**src/core/ssr_pkg.sv**
```systemverilog
package ssr_pkg;

    // Register addresses on the internal register access port.
    localparam logic [7:0] ADDR_EVENT_STATUS = 8'h93;
    localparam logic [7:0] ADDR_CLEAR_LOW = 8'h94;
    localparam logic [7:0] ADDR_CLEAR_HIGH = 8'h95;
    localparam logic [7:0] ADDR_RED_LOW = 8'h96;
    localparam logic [7:0] ADDR_RED_HIGH = 8'h97;
    localparam logic [7:0] ADDR_GREEN_LOW = 8'h98;
    localparam logic [7:0] ADDR_GREEN_HIGH = 8'h99;
    localparam logic [7:0] ADDR_BLUE_LOW = 8'h9A;
    localparam logic [7:0] ADDR_BLUE_HIGH = 8'h9B;
    localparam logic [7:0] ADDR_PROX_LOW = 8'h9C;
    localparam logic [7:0] ADDR_PROX_HIGH = 8'h9D;
    localparam logic [7:0] ADDR_VALID_SAT = 8'h9E;

    // Event status bit positions.
    localparam int ST_COLOR_SAT = 7;
    localparam int ST_PROX_SAT = 6;
    localparam int ST_PROX_EVENT = 5;
    localparam int ST_COLOR_EVENT = 4;
    localparam int ST_GESTURE = 2;
    localparam int ST_CALIB = 1;
    localparam logic [7:0] EVENT_STATUS_MASK = 8'hF6;

    // Validity and saturation status bit positions.
    localparam int S2_PROX_VALID = 7;
    localparam int S2_COLOR_VALID = 6;
    localparam int S2_COUNTER_SAT = 4;
    localparam int S2_FRONTEND_SAT = 3;
    localparam int S2_CONVERTER_SAT = 2;
    localparam int S2_REFLECTED_SAT = 1;
    localparam int S2_AMBIENT_SAT = 0;

    // Reset values.
    localparam logic [7:0] EVENT_STATUS_RESET = 8'h00;
    localparam logic [4:0] SAT_RESET = 5'h00;
    localparam logic [2:0] APC_SHIFT_RESET = 3'h0;
    localparam logic [7:0] RDATA_RESET = 8'h00;

    // Pulse control: shift 0 means 16 pulses, shift 4 means one pulse.
    localparam logic [2:0] APC_SHIFT_MAX = 3'h4;
    localparam logic [9:0] APC_HIGH_MARK = 10'h300;
    localparam logic [9:0] APC_LOW_MARK = 10'h0C0;
    localparam logic [4:0] APC_FULL_PULSES = 5'h10;

    // Reciprocal of three, scaled by two to the seventeenth.
    localparam logic [16:0] DIV3_FACTOR = 17'h0AAAB;
    localparam int DIV3_SHIFT = 17;

    // Static configuration seen by the block.
    typedef struct packed {
        logic prox_sat_irq_en;
        logic color_sat_irq_en;
        logic prox_irq_en;
        logic gesture_irq_en;
        logic prox_engine_en;
        logic color_engine_en;
        logic route_ir_diodes_to_color;
        logic [2:0] calib_func_en;
        logic [3:0] prox_diode_mask;
    } ssr_config_type;

    // Colour engine results and events.
    typedef struct packed {
        logic [3:0][15:0] color;
        logic [3:0][15:0] ir;
        logic cycle_done;
        logic counter_saturated;
        logic frontend_saturated;
        logic threshold_event;
    } ssr_color_in_type;

    // Proximity engine results and events.
    typedef struct packed {
        logic [3:0][9:0] adc;
        logic cycle_done;
        logic converter_saturated;
        logic reflected_saturated;
        logic ambient_saturated;
        logic threshold_event;
    } ssr_prox_in_type;

    // Gesture queue and calibration events.
    typedef struct packed {
        logic [5:0] queue_level;
        logic [5:0] queue_threshold;
        logic queue_read;
        logic data_valid;
        logic mode_active;
        logic calib_done;
        logic [2:0] calib_event;
    } ssr_misc_in_type;

    // Complete state of the register bank.
    typedef struct packed {
        logic [7:0] event_status;
        logic prox_valid;
        logic color_valid;
        logic [4:0] sat;
        logic [3:0][15:0] live_color;
        logic [3:0][15:0] latch_color;
        logic [13:0] prox_result;
        logic [2:0] apc_shift;
        logic gesture_mode_q;
        logic prox_en_q;
        logic color_en_q;
        logic [7:0] rdata;
    } ssr_state_type;

endpackage

```
**src/core/ssr_status_regs.sv**
```systemverilog
// Function
// RULE1: Event status byte read-only, bits 3,0 reserved.
// RULE2: Colour saturation sets bit 7 when enabled.
// RULE3: Proximity analog saturation sets bit 6 when enabled.
// RULE4: Proximity threshold event sets bit 5 when enabled.
// RULE5: Colour threshold event sets bit 4 when enabled.
// RULE6: Gesture queue level or valid-at-exit sets bit 2.
// RULE7: Gesture bit clears when queue read empty.
// RULE8: Calibration done or enabled events set bit 1.
// RULE9: Host reads colour pairs low then high.
// RULE10: Clear low byte read latches all colour bytes.
// RULE11: Colour block order clear, red, green, blue.
// RULE12: Proximity result 14 bits over two bytes.
// RULE13: Result is converter value times 16/pulses.
// RULE14: Fewer emitter pulses as reflected signal grows.
// RULE15: Result averages only unmasked proximity diodes.
// RULE16: Proximity valid since enable or result read.
// RULE17: Colour valid since enable or clear read.
// RULE18: Second status bit 4 flags counter saturation.
// RULE19: Second status bit 3 flags front-end saturation.
// RULE20: Second status bit 2 flags converter maximum.
// RULE21: Bits 1,0 flag reflected, ambient saturation.
// RULE22: Saturation enables come from configuration bits 7,6.
// RULE23: Route bit swaps colour data for infrared diodes.
// RULE24: Reserved bits read zero, writes ignored.
// RULE25: Valid flags clear on their low byte read.
module ssr_status_regs (
    input wire logic clock,
    input wire logic rst_n,
    input wire logic reg_rd,
    input wire logic [7:0] reg_addr,
    output logic [7:0] reg_rdata,
    output logic reg_hit,
    input wire ssr_pkg::ssr_config_type cfg,
    input wire ssr_pkg::ssr_color_in_type color_in,
    input wire ssr_pkg::ssr_prox_in_type prox_in,
    input wire ssr_pkg::ssr_misc_in_type misc_in,
    input wire logic [7:0] status_clear,
    output logic [7:0] event_status,
    output logic [4:0] prox_pulse_count
);

    ssr_pkg::ssr_state_type state_q;
    ssr_pkg::ssr_state_type state_d;

    logic [11:0] diode_sum;
    logic [2:0] diode_count;
    logic [9:0] diode_avg;
    logic [28:0] div3_product;
    logic [13:0] scaled_result;
    logic [7:0] event_set;
    logic [7:0] event_clr;
    logic [4:0] sat_set;
    logic gesture_level_hit;
    logic gesture_exit_hit;
    logic gesture_drained;
    logic rd_clear_low;
    logic rd_prox_low;
    logic rd_valid_sat;
    logic [7:0] validity_saturation_status_byte;

    ////////////////////////////////////////////////////////////////////////
    // Proximity normalisation.

    // Sum and count only the diodes whose mask bit is clear.
    always_comb begin
        diode_sum = 12'h000;
        diode_count = 3'h0;
        for (int i = 0; i < 4; i++) begin
            if (!cfg.prox_diode_mask[i]) begin // see RULE15
                diode_sum = diode_sum + {2'h0, prox_in.adc[i]};
                diode_count = diode_count + 3'h1;
            end
        end
    end

    // Dividing by the active count keeps the scale independent of masking.
    assign div3_product = {5'h00, diode_sum} * {12'h000, ssr_pkg::DIV3_FACTOR};

    // Average of the active diodes; all masked gives zero.
    always_comb begin
        unique case (diode_count)
            3'h1: diode_avg = diode_sum[9:0]; // see RULE15
            3'h2: diode_avg = diode_sum[10:1]; // see RULE15
            3'h3: diode_avg = div3_product[26:17]; // see RULE15
            3'h4: diode_avg = diode_sum[11:2]; // see RULE15
            default: diode_avg = 10'h000;
        endcase
    end

    // Fewer pulses means a larger factor: 16/pulses equals 2 to the shift.
    assign scaled_result =
        14'({4'h0, diode_avg} << state_q.apc_shift); // see RULE13

    // Number of pulses requested from the emitter for the next cycle.
    assign prox_pulse_count =
        5'(ssr_pkg::APC_FULL_PULSES >> state_q.apc_shift); // see RULE14

    ////////////////////////////////////////////////////////////////////////
    // Read strobes with side effects.

    // Decode of the reads that clear or latch something.
    assign rd_clear_low = reg_rd && (reg_addr == ssr_pkg::ADDR_CLEAR_LOW);
    assign rd_prox_low = reg_rd && (reg_addr == ssr_pkg::ADDR_PROX_LOW);
    assign rd_valid_sat = reg_rd && (reg_addr == ssr_pkg::ADDR_VALID_SAT);

    // Address falls inside the bank.
    assign reg_hit = (reg_addr >= ssr_pkg::ADDR_EVENT_STATUS) &&
                     (reg_addr <= ssr_pkg::ADDR_VALID_SAT);

    ////////////////////////////////////////////////////////////////////////
    // Event status set and clear terms.

    // Gesture: queue above its threshold, or valid as gesture mode ends.
    assign gesture_level_hit = (misc_in.queue_level != 6'h00) &&
        (misc_in.queue_level > misc_in.queue_threshold); // see RULE6
    assign gesture_exit_hit = misc_in.data_valid &&
        state_q.gesture_mode_q && !misc_in.mode_active; // see RULE6

    // The read that takes the last queued entry drains the queue.
    assign gesture_drained = misc_in.queue_read &&
        (misc_in.queue_level == 6'h01); // see RULE7

    // Set terms, each gated by its enable except calibration done.
    always_comb begin
        event_set = 8'h00;
        event_set[ssr_pkg::ST_COLOR_SAT] =
            cfg.color_sat_irq_en && // see RULE22
            (color_in.counter_saturated ||
             color_in.frontend_saturated); // see RULE2
        event_set[ssr_pkg::ST_PROX_SAT] = cfg.prox_sat_irq_en && // see RULE22
            (prox_in.reflected_saturated ||
             prox_in.ambient_saturated); // see RULE3
        event_set[ssr_pkg::ST_PROX_EVENT] = cfg.prox_irq_en &&
            prox_in.threshold_event; // see RULE4
        event_set[ssr_pkg::ST_COLOR_EVENT] = cfg.color_sat_irq_en &&
            color_in.threshold_event; // see RULE5
        event_set[ssr_pkg::ST_GESTURE] = cfg.gesture_irq_en &&
            (gesture_level_hit || gesture_exit_hit); // see RULE6
        event_set[ssr_pkg::ST_CALIB] = misc_in.calib_done ||
            |(misc_in.calib_event & cfg.calib_func_en); // see RULE8
    end

    // Clear terms: an outside clear pulse, and the drained gesture queue.
    always_comb begin
        event_clr = status_clear;
        event_clr[ssr_pkg::ST_GESTURE] = status_clear[ssr_pkg::ST_GESTURE] ||
            gesture_drained; // see RULE7
    end

    // Saturation detail bits in second-status order 4 down to 0.
    assign sat_set = {color_in.counter_saturated, // see RULE18
                      color_in.frontend_saturated, // see RULE19
                      prox_in.converter_saturated, // see RULE20
                      prox_in.reflected_saturated, // see RULE21
                      prox_in.ambient_saturated}; // see RULE21

    // Second status byte with bit 5 reserved as zero.
    always_comb begin
        validity_saturation_status_byte = 8'h00; // see RULE24
        validity_saturation_status_byte[ssr_pkg::S2_PROX_VALID] = state_q.prox_valid;
        validity_saturation_status_byte[ssr_pkg::S2_COLOR_VALID] = state_q.color_valid;
        validity_saturation_status_byte[4:0] = state_q.sat;
    end

    ////////////////////////////////////////////////////////////////////////
    // Next state.

    // Every flag lets a set in the same cycle win over its clear.
    always_comb begin
        state_d = state_q;
        state_d.gesture_mode_q = misc_in.mode_active;
        state_d.prox_en_q = cfg.prox_engine_en;
        state_d.color_en_q = cfg.color_engine_en;

        // Sticky event bits; reserved bits are forced low.
        state_d.event_status = ((state_q.event_status & ~event_clr) |
            event_set) & ssr_pkg::EVENT_STATUS_MASK; // see RULE1

        // Saturation detail bits clear when the second status is read.
        if (rd_valid_sat) begin
            state_d.sat = sat_set;
        end else begin
            state_d.sat = state_q.sat | sat_set;
        end

        // Proximity valid: cleared on enable rise or result read.
        if (cfg.prox_engine_en && !state_q.prox_en_q) begin
            state_d.prox_valid = 1'b0; // see RULE16
        end
        if (rd_prox_low) begin
            state_d.prox_valid = 1'b0; // see RULE25
        end
        if (prox_in.cycle_done && cfg.prox_engine_en) begin
            state_d.prox_valid = 1'b1; // see RULE16
        end

        // Colour valid: cleared on enable rise or clear low read.
        if (cfg.color_engine_en && !state_q.color_en_q) begin
            state_d.color_valid = 1'b0; // see RULE17
        end
        if (rd_clear_low) begin
            state_d.color_valid = 1'b0; // see RULE25
        end
        if (color_in.cycle_done && cfg.color_engine_en) begin
            state_d.color_valid = 1'b1; // see RULE17
        end

        // Live colour data follows the engine, or the infrared diodes.
        if (color_in.cycle_done) begin
            if (cfg.route_ir_diodes_to_color) begin
                state_d.live_color = color_in.ir; // see RULE23
            end else begin
                state_d.live_color = color_in.color; // see RULE11
            end
        end

        // A clear low read freezes all eight bytes of one measurement.
        if (rd_clear_low) begin
            state_d.latch_color = state_q.live_color; // see RULE10
        end

        // Proximity result and pulse control update at cycle end.
        if (prox_in.cycle_done) begin
            state_d.prox_result = scaled_result; // see RULE12
            if (diode_avg >= ssr_pkg::APC_HIGH_MARK &&
                state_q.apc_shift < ssr_pkg::APC_SHIFT_MAX) begin
                state_d.apc_shift = state_q.apc_shift + 3'h1; // see RULE14
            end else if (diode_avg < ssr_pkg::APC_LOW_MARK &&
                         state_q.apc_shift != 3'h0) begin
                state_d.apc_shift = state_q.apc_shift - 3'h1; // see RULE14
            end
        end

        // Read data; the clear low byte comes from the live copy it latches.
        if (reg_rd) begin
            unique case (reg_addr)
                ssr_pkg::ADDR_EVENT_STATUS:
                    state_d.rdata = state_q.event_status; // see RULE1
                ssr_pkg::ADDR_CLEAR_LOW:
                    state_d.rdata = state_q.live_color[0][7:0]; // see RULE10
                ssr_pkg::ADDR_CLEAR_HIGH:
                    state_d.rdata = state_q.latch_color[0][15:8]; // see RULE11
                ssr_pkg::ADDR_RED_LOW:
                    state_d.rdata = state_q.latch_color[1][7:0]; // see RULE11
                ssr_pkg::ADDR_RED_HIGH:
                    state_d.rdata = state_q.latch_color[1][15:8]; // see RULE11
                ssr_pkg::ADDR_GREEN_LOW:
                    state_d.rdata = state_q.latch_color[2][7:0]; // see RULE11
                ssr_pkg::ADDR_GREEN_HIGH:
                    state_d.rdata = state_q.latch_color[2][15:8]; // see RULE11
                ssr_pkg::ADDR_BLUE_LOW:
                    state_d.rdata = state_q.latch_color[3][7:0]; // see RULE11
                ssr_pkg::ADDR_BLUE_HIGH:
                    state_d.rdata = state_q.latch_color[3][15:8]; // see RULE11
                ssr_pkg::ADDR_PROX_LOW:
                    state_d.rdata = state_q.prox_result[7:0]; // see RULE12
                ssr_pkg::ADDR_PROX_HIGH:
                    state_d.rdata =
                        {2'h0, state_q.prox_result[13:8]}; // see RULE12
                ssr_pkg::ADDR_VALID_SAT:
                    state_d.rdata = validity_saturation_status_byte; // see RULE24
                default:
                    state_d.rdata = 8'h00;
            endcase
        end
    end

    ////////////////////////////////////////////////////////////////////////
    // State register.

    // All state resets to constants; no write path exists into the bank.
    always_ff @(posedge clock or negedge rst_n) begin
        if (!rst_n) begin
            state_q.event_status <= ssr_pkg::EVENT_STATUS_RESET;
            state_q.prox_valid <= 1'b0;
            state_q.color_valid <= 1'b0;
            state_q.sat <= ssr_pkg::SAT_RESET;
            state_q.live_color <= '0;
            state_q.latch_color <= '0;
            state_q.prox_result <= 14'h0000;
            state_q.apc_shift <= ssr_pkg::APC_SHIFT_RESET;
            state_q.gesture_mode_q <= 1'b0;
            state_q.prox_en_q <= 1'b0;
            state_q.color_en_q <= 1'b0;
            state_q.rdata <= ssr_pkg::RDATA_RESET;
        end else begin
            state_q <= state_d; // see RULE24
        end
    end

    // Registered outputs.
    assign reg_rdata = state_q.rdata;
    assign event_status = state_q.event_status;

endmodule

```
**config.mk**
```make
export PLATFORM = sky130hd
export DESIGN_NAME = ssr_status_regs
export DESIGN_NICKNAME = d
export VERILOG_FILES = /design/src/core/ssr_pkg.sv /design/src/core/ssr_status_regs.sv
export SDC_FILE = /design/constraint.sdc
export NUM_CORES = 1
export LEC_CHECK = 0
export ABC_AREA = 1
export BUFFER_PORTS_ARGS = -buffer_cell sky130_fd_sc_hd__buf_2
export CORE_MARGIN = 2
export CORE_UTILIZATION = 62
export DETAILED_ROUTE_END_ITERATION = 10
export PLACE_DENSITY = 0.9
export SKIP_CTS_REPAIR_TIMING = 1
export SYNTH_ARGS = -nofsm -noshare
export SYNTH_HDL_FRONTEND = slang
export SYNTH_SLANG_ARGS = --single-unit
export TNS_END_PERCENT = 30
```
**constraint.sdc**
```tcl
create_clock -name clock -period 4.45 [get_ports clock]
set_input_delay 0.445 -clock clock [delete_from_list [all_inputs] [get_ports clock]]
set_output_delay 0.445 -clock clock [all_outputs]
set_load 0.02 [all_outputs]
```
==> results of run 1 <==
-- per-layer routing --
layer | up-vias | track usage, % | share of wire (%)
met5 | - | 0 | 0
met4 | 0 | 15.0 | 5.9
met3 | 258 | 5.82 | 8.4
met2 | 919 | 63.2 | 48
met1 | 7073 | 45.9 | 37
li1 | 6893 | - | -
-- cells by family (layout without fill, tap and decap cells) --
family                   count (synthesis)  after routing
AND/OR/NAND/NOR                        754            754
buffers and inverters                  397            838
AO/OA/AOI/OAI                          370            370
flip-flops                             161            161
adder cells (fa/ha/maj)                159            159
XOR/XNOR                                15             15
other                                    1              5
-- flip-flops by register name, indices dropped and copies added (netlist names) --
name          cells
reg_rdata         8
state_q         147
event_status      6
-- cell type report --
| type | count | area (um2) | share of cell area, % |
|---|---|---|---|
| timing repair buffer | 481 | 3030 | 16.8 |
| multi-input combinational | 1300 | 8830 | 48.9 |
| sequential | 161 | 4030 | 22.3 |
| inverter | 325 | 1230 | 6.84 |
| tap | 280 | 350 | 1.94 |
| clock inverter | 13 | 126 | 0.700 |
| clock buffer | 19 | 433 | 2.40 |
| antenna | 3 | 7.51 | 0.0416 |
-- per-stage QoR --
step                utilization (%)  setup slack [ps]  std cells  hold slack [ps]
floorplan                         -             -3720       1858              149
detailed placement             77.3             -4460       2527              462
CTS                            79.9             -4070       2559              125
finish                         83.5             -4230       2582             93.8
global placement               77.3             -4170       2527              458
global route                   83.5             -4510       2581              143
-- synth_stat cells, drive strengths merged, types with 30 or more instances --
cell type    n  area, um2
ha         111       1390
a21oi       52        264
fa          48        961
o21ai      196        996
dfrtp      161       4030
nand3      133        746
clkbuf      42        158
nor2       153        609
o22ai       61        382
nand2      411       1610
inv        324       1220
buf         30        210
-- path summary, 6_finish.rpt --
kind,depth (start not counted),to,slack [ps]
setup / recovery,58,state_q[13],-4230
setup reg to reg,9,state_q[12],2430
hold / removal,1,state_q[98],90
max in group asynchronous,2,state_q[150],3340
hold reg to reg,2,reg_rdata[4],480
min in group clock,1,state_q[9],150
==> results.md, run 1 <==
- Status: finished with violations
- Failing checks: negative setup slack
- Root Buffer: clkbuf_16
- Syn Inst Count: approximately 1.9k
- Initial core utilization: 62.7%
- CTS tree: done
- Clock buffer depth: 2
- Synth warnings: 0
- Class of the worst hold path: in2async
- Slew Limit Fails: 0
- Xor/xnor share of the synthesized area: less than 1%
- Setup ws final: -4230 ps
- Design Area, Final: 18,000 um2
- Die Width: 152 um
- Layout cells sized above 1: 32.3%
- Area growth, synth to finish: 33.1%
- Reg2reg start: state_q[12]
- F_max: between 0.1 and 0.15 GHz
- Placed Area: roughly 17,000 um2
- Initial antenna violation count: 3
- Clock transition at path regs: 70 ps
- Max Fanout on Critical Path: 6
- DR pass1 iterations: 6
- Worst Clk Skew: 7.29 ps
- Vert. Die Dim: approximately 150 um
- DR DRC count: 0
- Via count: 15.1k
- Largest net degree at the start of global routing: 94
- Simple-Gate Fraction of Synth Area: between 20 and 25%
- Mux cell area share after synthesis: 0%
- #FFs+latches synth: 161
- RSZ-0062 raised after global routing: true
- Largest family of logic cells by synthesized area: simple AND/OR/NAND/NOR gates
- Most used cell, CP: nand2_1
- Final #Nets: 2,674
- Share of synthesized registers carrying an async set or reset: 100%
- Final antenna-violating net count: 0
- Setup TNS Final: -67,900 ps
- Post-DP HPWL: around 34,000 um
- Arrival time worst endpoint: 9020 ps
- Ports: 251
- Clock Latency Late Sink: between 400 and 500 ps
- Crit start category: input port
- Core region area: 21,600 um2
- Period utilization: 195%
- Rows: 54
- Main synth FF type: dfrtp_1
- Minimum clock period: 8680 ps
- CTS buffer count: 17
- Mapped Avg Cell Area: 7.30 um2
- Slew HR: around 28%
- Area fraction in compound gates after synthesis: 15.7%
- Adder-Cell Fraction of Synth Area: 17.3%
- Maxcap violations: 0
- Slowest CP cell: fa_1
- Mapped Area: 13,600 um2
- Worst Path Required: 4790 ps
- GRT Util Overall: 36.6%
- Distinct cell type count after synthesis: between 50 and 60
- Highest cell delay on the worst timing path: 570 ps
- Die Area: 23,100 um2
- CTS H-tree lvls: 4
- Routability Congestion: 1.06
- Final setup fails: 17
- Overflow after GRT: 0
- Seq/Total Area, Yosys: 29.7%
- Post-synth EDFFs: 0
- Final Hold Vio Count: 0
- Largest delay share family, worst path: adder cells
- Port buffer count: 246
- Number of filler cells placed in the layout: roughly 1.3k
- CP bufs+invs: 13
- Slew @ Worst Pin: around 1100 ps
- Via/cell ratio: between 5 and 6
- CP startpoint: prox_in[5]
- Setup CP Type: in2reg
- Vias in the first global route: ~14k
- Commonest non-fill, non-tap cell in the layout: nand2_1
- # clock sinks: between 150 and 200
- Commonest cells after routing, fill and taps aside: 359 x nand2_1, 294 x inv_1, 243 x buf_2, 232 x buf_4, 170 x o21ai_0
- First-pass GRT wire length: 69,200 um
- Drt wl/cell: 18.1 um
- CP Capture Type: flop
- DRT iter0 DRCs: 1,693
- DRT Wirelength: 46,600 um
Power of run 1 is not shown: default switching activity piles up to over one toggle a cycle in this logic, so the estimate is an artifact.
==> inputs of run 2 (changes only) <==
--- a/config.mk
+++ b/config.mk
@@ -7,8 +7,11 @@
 export LEC_CHECK = 0
 export ABC_AREA = 1
 export BUFFER_PORTS_ARGS = -buffer_cell sky130_fd_sc_hd__buf_2
+export CELL_PAD_IN_SITES_DETAIL_PLACEMENT = 2
+export CELL_PAD_IN_SITES_GLOBAL_PLACEMENT = 2
 export CORE_MARGIN = 2
-export CORE_UTILIZATION = 62
+export CORE_UTILIZATION = 35
+export CTS_BUF_LIST = sky130_fd_sc_hd__clkbuf_8
 export DETAILED_ROUTE_END_ITERATION = 10
 export PLACE_DENSITY = 0.9
 export SKIP_CTS_REPAIR_TIMING = 1
==> run 2 against run 1 <==
The run still ends with negative setup slack left. Critical endpoint is now state_q[22]. Fmax fell by 7.0%. Sequential share of layout area fell by 0.68 points. Via count rose by 12%. Worst setup slack got worse by 660 ps. Critical path type unchanged. First-iteration DRC count fell by 32%.
==> results.md, run 2 (synthesis gave the netlist of run 1 again) <==
- Overflow after GRT: 0
- Failing checks: negative setup slack
- Most used cell, CP: nand2_2
- DR DRC count: 0
- Max Fanout on Critical Path: 5
- CTS H-tree lvls: 4
- GRT Util Overall: 35.2%
- CP Capture Type: flop
- Setup CP Type: in2reg
- Fin Hold WS: between 5 and 6 ps
- Via count: 16.9k
- Minimum clock period: 9340 ps
- Port buffer count: 246
- Layout cells sized above 1: 34.5%
- DRT iter0 DRCs: 1,152
- Setup ws final: -4890 ps
- Root Buffer: clkbuf_8
- Vias in the first global route: 18.1k
- Max reg flops: 147
- DRT Wirelength: 86,400 um
- F_max: 0.107 GHz
- Class of the worst hold path: in2async
- CTS buffer count: 17
- Final Hold Vio Count: 0
- Drt wl/cell: just over 30 um
- DR pass1 iterations: 6
- Worst Clk Skew: 26.1 ps
- Highest cell delay on the worst timing path: 650 ps
- # clock sinks: roughly 160
- Slew Limit Fails: 0
- Post-DP HPWL: 53,600 um
- Biggest register: state_q
- Final setup fails: 17
- Design Area, Final: 18,600 um2
- Register area: between 4000 and 5000 um2
- First-pass GRT wire length: 109,000 um
- Crit start category: input port
- Placed Area: about 17,000 um2
- Slowest CP cell: fa_2
- Ports: around 250
- Routability Congestion: 0.906
- Arrival time worst endpoint: 9770 ps
- Core region area: 38,500 um2
- Largest net degree at the start of global routing: 88
- Multi-input gate area: around 9000 um2
- Period utilization: 210%
- Final antenna-violating net count: 0
- Initial core utilization: 35.2%
- Final #Nets: about 2.7k
- Number of filler cells placed in the layout: 4,375
- Commonest cells after routing, fill and taps aside: 341 x nand2_1, 291 x inv_1, 252 x buf_4, 243 x buf_2, 170 x o21ai_0
- Initial antenna violation count: 7
- Via/cell ratio: 5.94
- Clock Latency Late Sink: 500 ps
- Clock buffer depth: 2
- Die Area: 40,300 um2
- Maxcap violations: 0
- Die Width: 201 um
- Worst Path Required: 4880 ps
- Rows: 72
- Commonest non-fill, non-tap cell in the layout: nand2_1
- Slew HR: 12.6%
- Area growth, synth to finish: 37.3%
- Slew @ Worst Pin: roughly 1300 ps
- Clock transition at path regs: 120 ps
- CTS tree: done
- Vert. Die Dim: approximately 200 um
- RSZ-0062 raised after global routing: true
- Status: finished with violations
run 2: path summary, 6_finish.rpt:
path                                    to    startpoint  cells past startpoint  slack [ps]
setup / recovery               state_q[22]        cfg[0]                     55       -4890
hold / removal             event_status[2]         rst_n                      1           6
setup reg to reg               state_q[22]   state_q[11]                      6        1870
hold reg to reg                state_q[80]  state_q[144]                      2         510
max in group asynchronous      state_q[83]         rst_n                      2        3210
min in group clock             state_q[10]    misc_in[4]                      1          60
run 2: critical path, delay by kind of cell:
kind | cells | cell delay (ps)
adders and majority gates | 10 | 3670
AOI/OAI and AO/OA | 5 | 1390
and+or+nand+nor | 30 | 3390
buffers and inverters | 10 | 840
run 2: layer usage:
layer	routed length, um	vias to the layer above	global-route usage [%]
met5	14	-	0
met4	7600	2	17.5
met3	5210	490	5.13
met2	43100	1024	65.2
met1	30400	8456	39.1
li1	-	6916	-
run 2: metrics by stage:
stage	cells	TNS, ps	worst slack (ps)	util [%]
floorplan	1858	-56340	-3720	-
detailed placement	2779	-90820	-5710	44.5
global route	2839	-83640	-5120	48.4
global placement	2779	-72350	-4560	44.5
finish	2841	-80130	-4890	48.4
CTS	2811	-85520	-5360	45.6
run 2: final cells by class:
cell class                      count  share of cell area (%)
Timing Repair Buffer              499                    17.0
Inverter                          325                    6.68
Sequential cell                   161                    21.6
Tap cell                          518                    3.48
Multi-Input combinational cell   1300                    48.9
Clock buffer                       19                    1.40
Antenna cell                        6                  0.0807
Clock inverter                     13                   0.780
Power of run 2 is left out for the same reason.
==> inputs of run 3 (changes only) <==
--- a/config.mk
+++ b/config.mk
@@ -14,6 +14,7 @@
 export CTS_BUF_LIST = sky130_fd_sc_hd__clkbuf_8
 export DETAILED_ROUTE_END_ITERATION = 10
 export PLACE_DENSITY = 0.9
+export REMOVE_ABC_BUFFERS = 1
 export SKIP_CTS_REPAIR_TIMING = 1
 export SYNTH_ARGS = -nofsm -noshare
 export SYNTH_HDL_FRONTEND = slang
==> run 3 against run 2 <==
The run still ends with negative setup slack left. Design area increased by 0.69%. Routed wire length increased by 21%. Via count increased by 8.8%. Core utilization increased by 0.33 points. Hold slack improved by 16 ps. Critical path depth decreased by 7. Fmax decreased by 11%.
==> results.md, run 3 (synthesis gave the netlist of run 1 again) <==
- Post-DP HPWL: roughly 55,000 um
- Slowest CP cell: fa_1
- Design Area, Final: 18,700 um2
- Final Hold Vio Count: 0
- Biggest register: state_q
- Area growth, synth to finish: 38.3%
- Min-Delay Endpoint: state_q[9]
- Setup ws final: -6080 ps
- Vert. Die Dim: 201 um
- Final setup fails: 17
- # clock sinks: 161
- Setup CP Type: in2reg
- CTS H-tree lvls: 4
- Overflow after GRT: 0
- Core region area: about 38,000 um2
- Initial antenna violation count: 8
- RSZ-0062 raised after global routing: true
- Slew HR: ~9.1%
- Slew @ Worst Pin: 1360 ps
- Number of filler cells placed in the layout: 4,380
- Setup TNS Final: -99,500 ps
- Final #Nets: between 2k and 3k
- Minimum clock period: 10,530 ps
- Largest net degree at the start of global routing: roughly 110
- Reg2reg start: state_q[12]
- Fin Hold WS: 21.8 ps
- Vias in the first global route: 18.6k
- Fin cells: 2,862
- Commonest cells after routing, fill and taps aside: 338 x nand2_1, 290 x inv_1, 265 x buf_4, 243 x buf_2, 170 x o21ai_0
- Arrival time worst endpoint: between 10,000 and 15,000 ps
- CTS tree: done
- Highest cell delay on the worst timing path: 650 ps
- DRT Wirelength: 105,000 um
- Ports: roughly 250
- GRT Util Overall: 37.7%
- Initial core utilization: a little over a third
- Status: finished with violations
- Die Width: 201 um
- Final antenna-violating net count: 0
- DR DRC count: 0
- Most used cell, CP: nand2_1
- Rows: 72
- Clock buffer depth: 2
- Failing checks: negative setup slack
- Max reg flops: 147
- Via/cell ratio: 6.42
- Crit start category: input port
- Hold depth: 1
- Class of the worst hold path: in2reg
- Die Area: 40,300 um2
- FF-to-FF End: state_q[12]
- CP Capture Type: flop
- Routability Congestion: 0.893
- Period utilization: 237%
- Layout cells sized above 1: 35.4%
- First-pass GRT wire length: ~120,000 um
- Clock transition at path regs: between 100 and 150 ps
- Via count: 18.4k
- Port buffer count: 246
- F_max: 0.0949 GHz
- DR pass1 iterations: 5
- Worst Clk Skew: 41.7 ps
- Inst Count DP: ~2.8k
- CTS buffer count: 17
- Max Fanout on Critical Path: 4
- Drt wl/cell: 36.6 um
- Commonest non-fill, non-tap cell in the layout: nand2_1
- Worst Path Required: slightly below 5000 ps
- Clock Latency Late Sink: approximately 550 ps
- R2r setup slk: 1960 ps
- Worst min-delay path startpoint: cfg[9]
- DRT iter0 DRCs: 1,929
- Root Buffer: clkbuf_8
- Maxcap violations: 0
- Placed Area: between 15,000 and 20,000 um2
- Reg2Reg Depth: 9
- Slew Limit Fails: 0
run 3: cell types whose count changed in the layout (fill, tap and decap cells not counted), moves of 6 or more:
| cell | delta |
|---|---|
| buf_4 | +13 |
| nand3_2 | -7 |
| nand3_1 | +8 |
| o21ai_1 | -6 |
| o21ai_2 | +6 |
run 3: routing by layer:
| metal | share of wire [%] | global-route usage [%] |
|---|---|---|
| met5 | 0.013 | 0 |
| met2 | 46 | 67.9 |
| met4 | 12 | 23.0 |
| met1 | 33 | 42.0 |
| met3 | 9.8 | 5.63 |
run 3: layout make-up:
type                       instances  area, um2  area share, %
antenna                            9       22.5          0.120
clock buffer                      18        248           1.32
clock inverter                    13        128          0.681
inverter                         325       1230           6.58
multi-input combinational       1300       9090           48.5
sequential                       161       4030           21.5
tap                              518        648           3.46
timing repair buffer             518       3350           17.9
run 3: per-stage QoR:
stage / worst slack, ps / util [%]
after CTS: -5510 / 45.0
after floorplan: -4190 / -
final: -6080 / 48.7
after global routing: -6100 / 48.7
after global placement: -4720 / 44.0
after detailed placement: -5790 / 44.0
run 3: worst max-delay path, delay by kind of cell:
family	cells	cell delay [ps]
AND/OR/NAND/NOR	16	2310
adder cells (fa/ha/maj)	10	4270
XOR/XNOR	2	630
AO/OA/AOI/OAI	7	1510
buffers and inverters	13	1720
run 3: worst max path at each step:
| stage | slack [ps] | endpoint | start |
|---|---|---|---|
| 2_1_floorplan | -4190 | state_q[13] | prox_in[5] |
| 3_3_place_gp | -4720 | state_q[22] | cfg[0] |
| 3_5_place_dp | -5790 | state_q[13] | cfg[0] |
| 4_1_cts | -5510 | state_q[12] | cfg[0] |
| 5_1_grt | -6100 | state_q[19] | prox_in[5] |
| 6_report | -6080 | state_q[19] | prox_in[5] |
Power of run 3 is left out for the same reason.
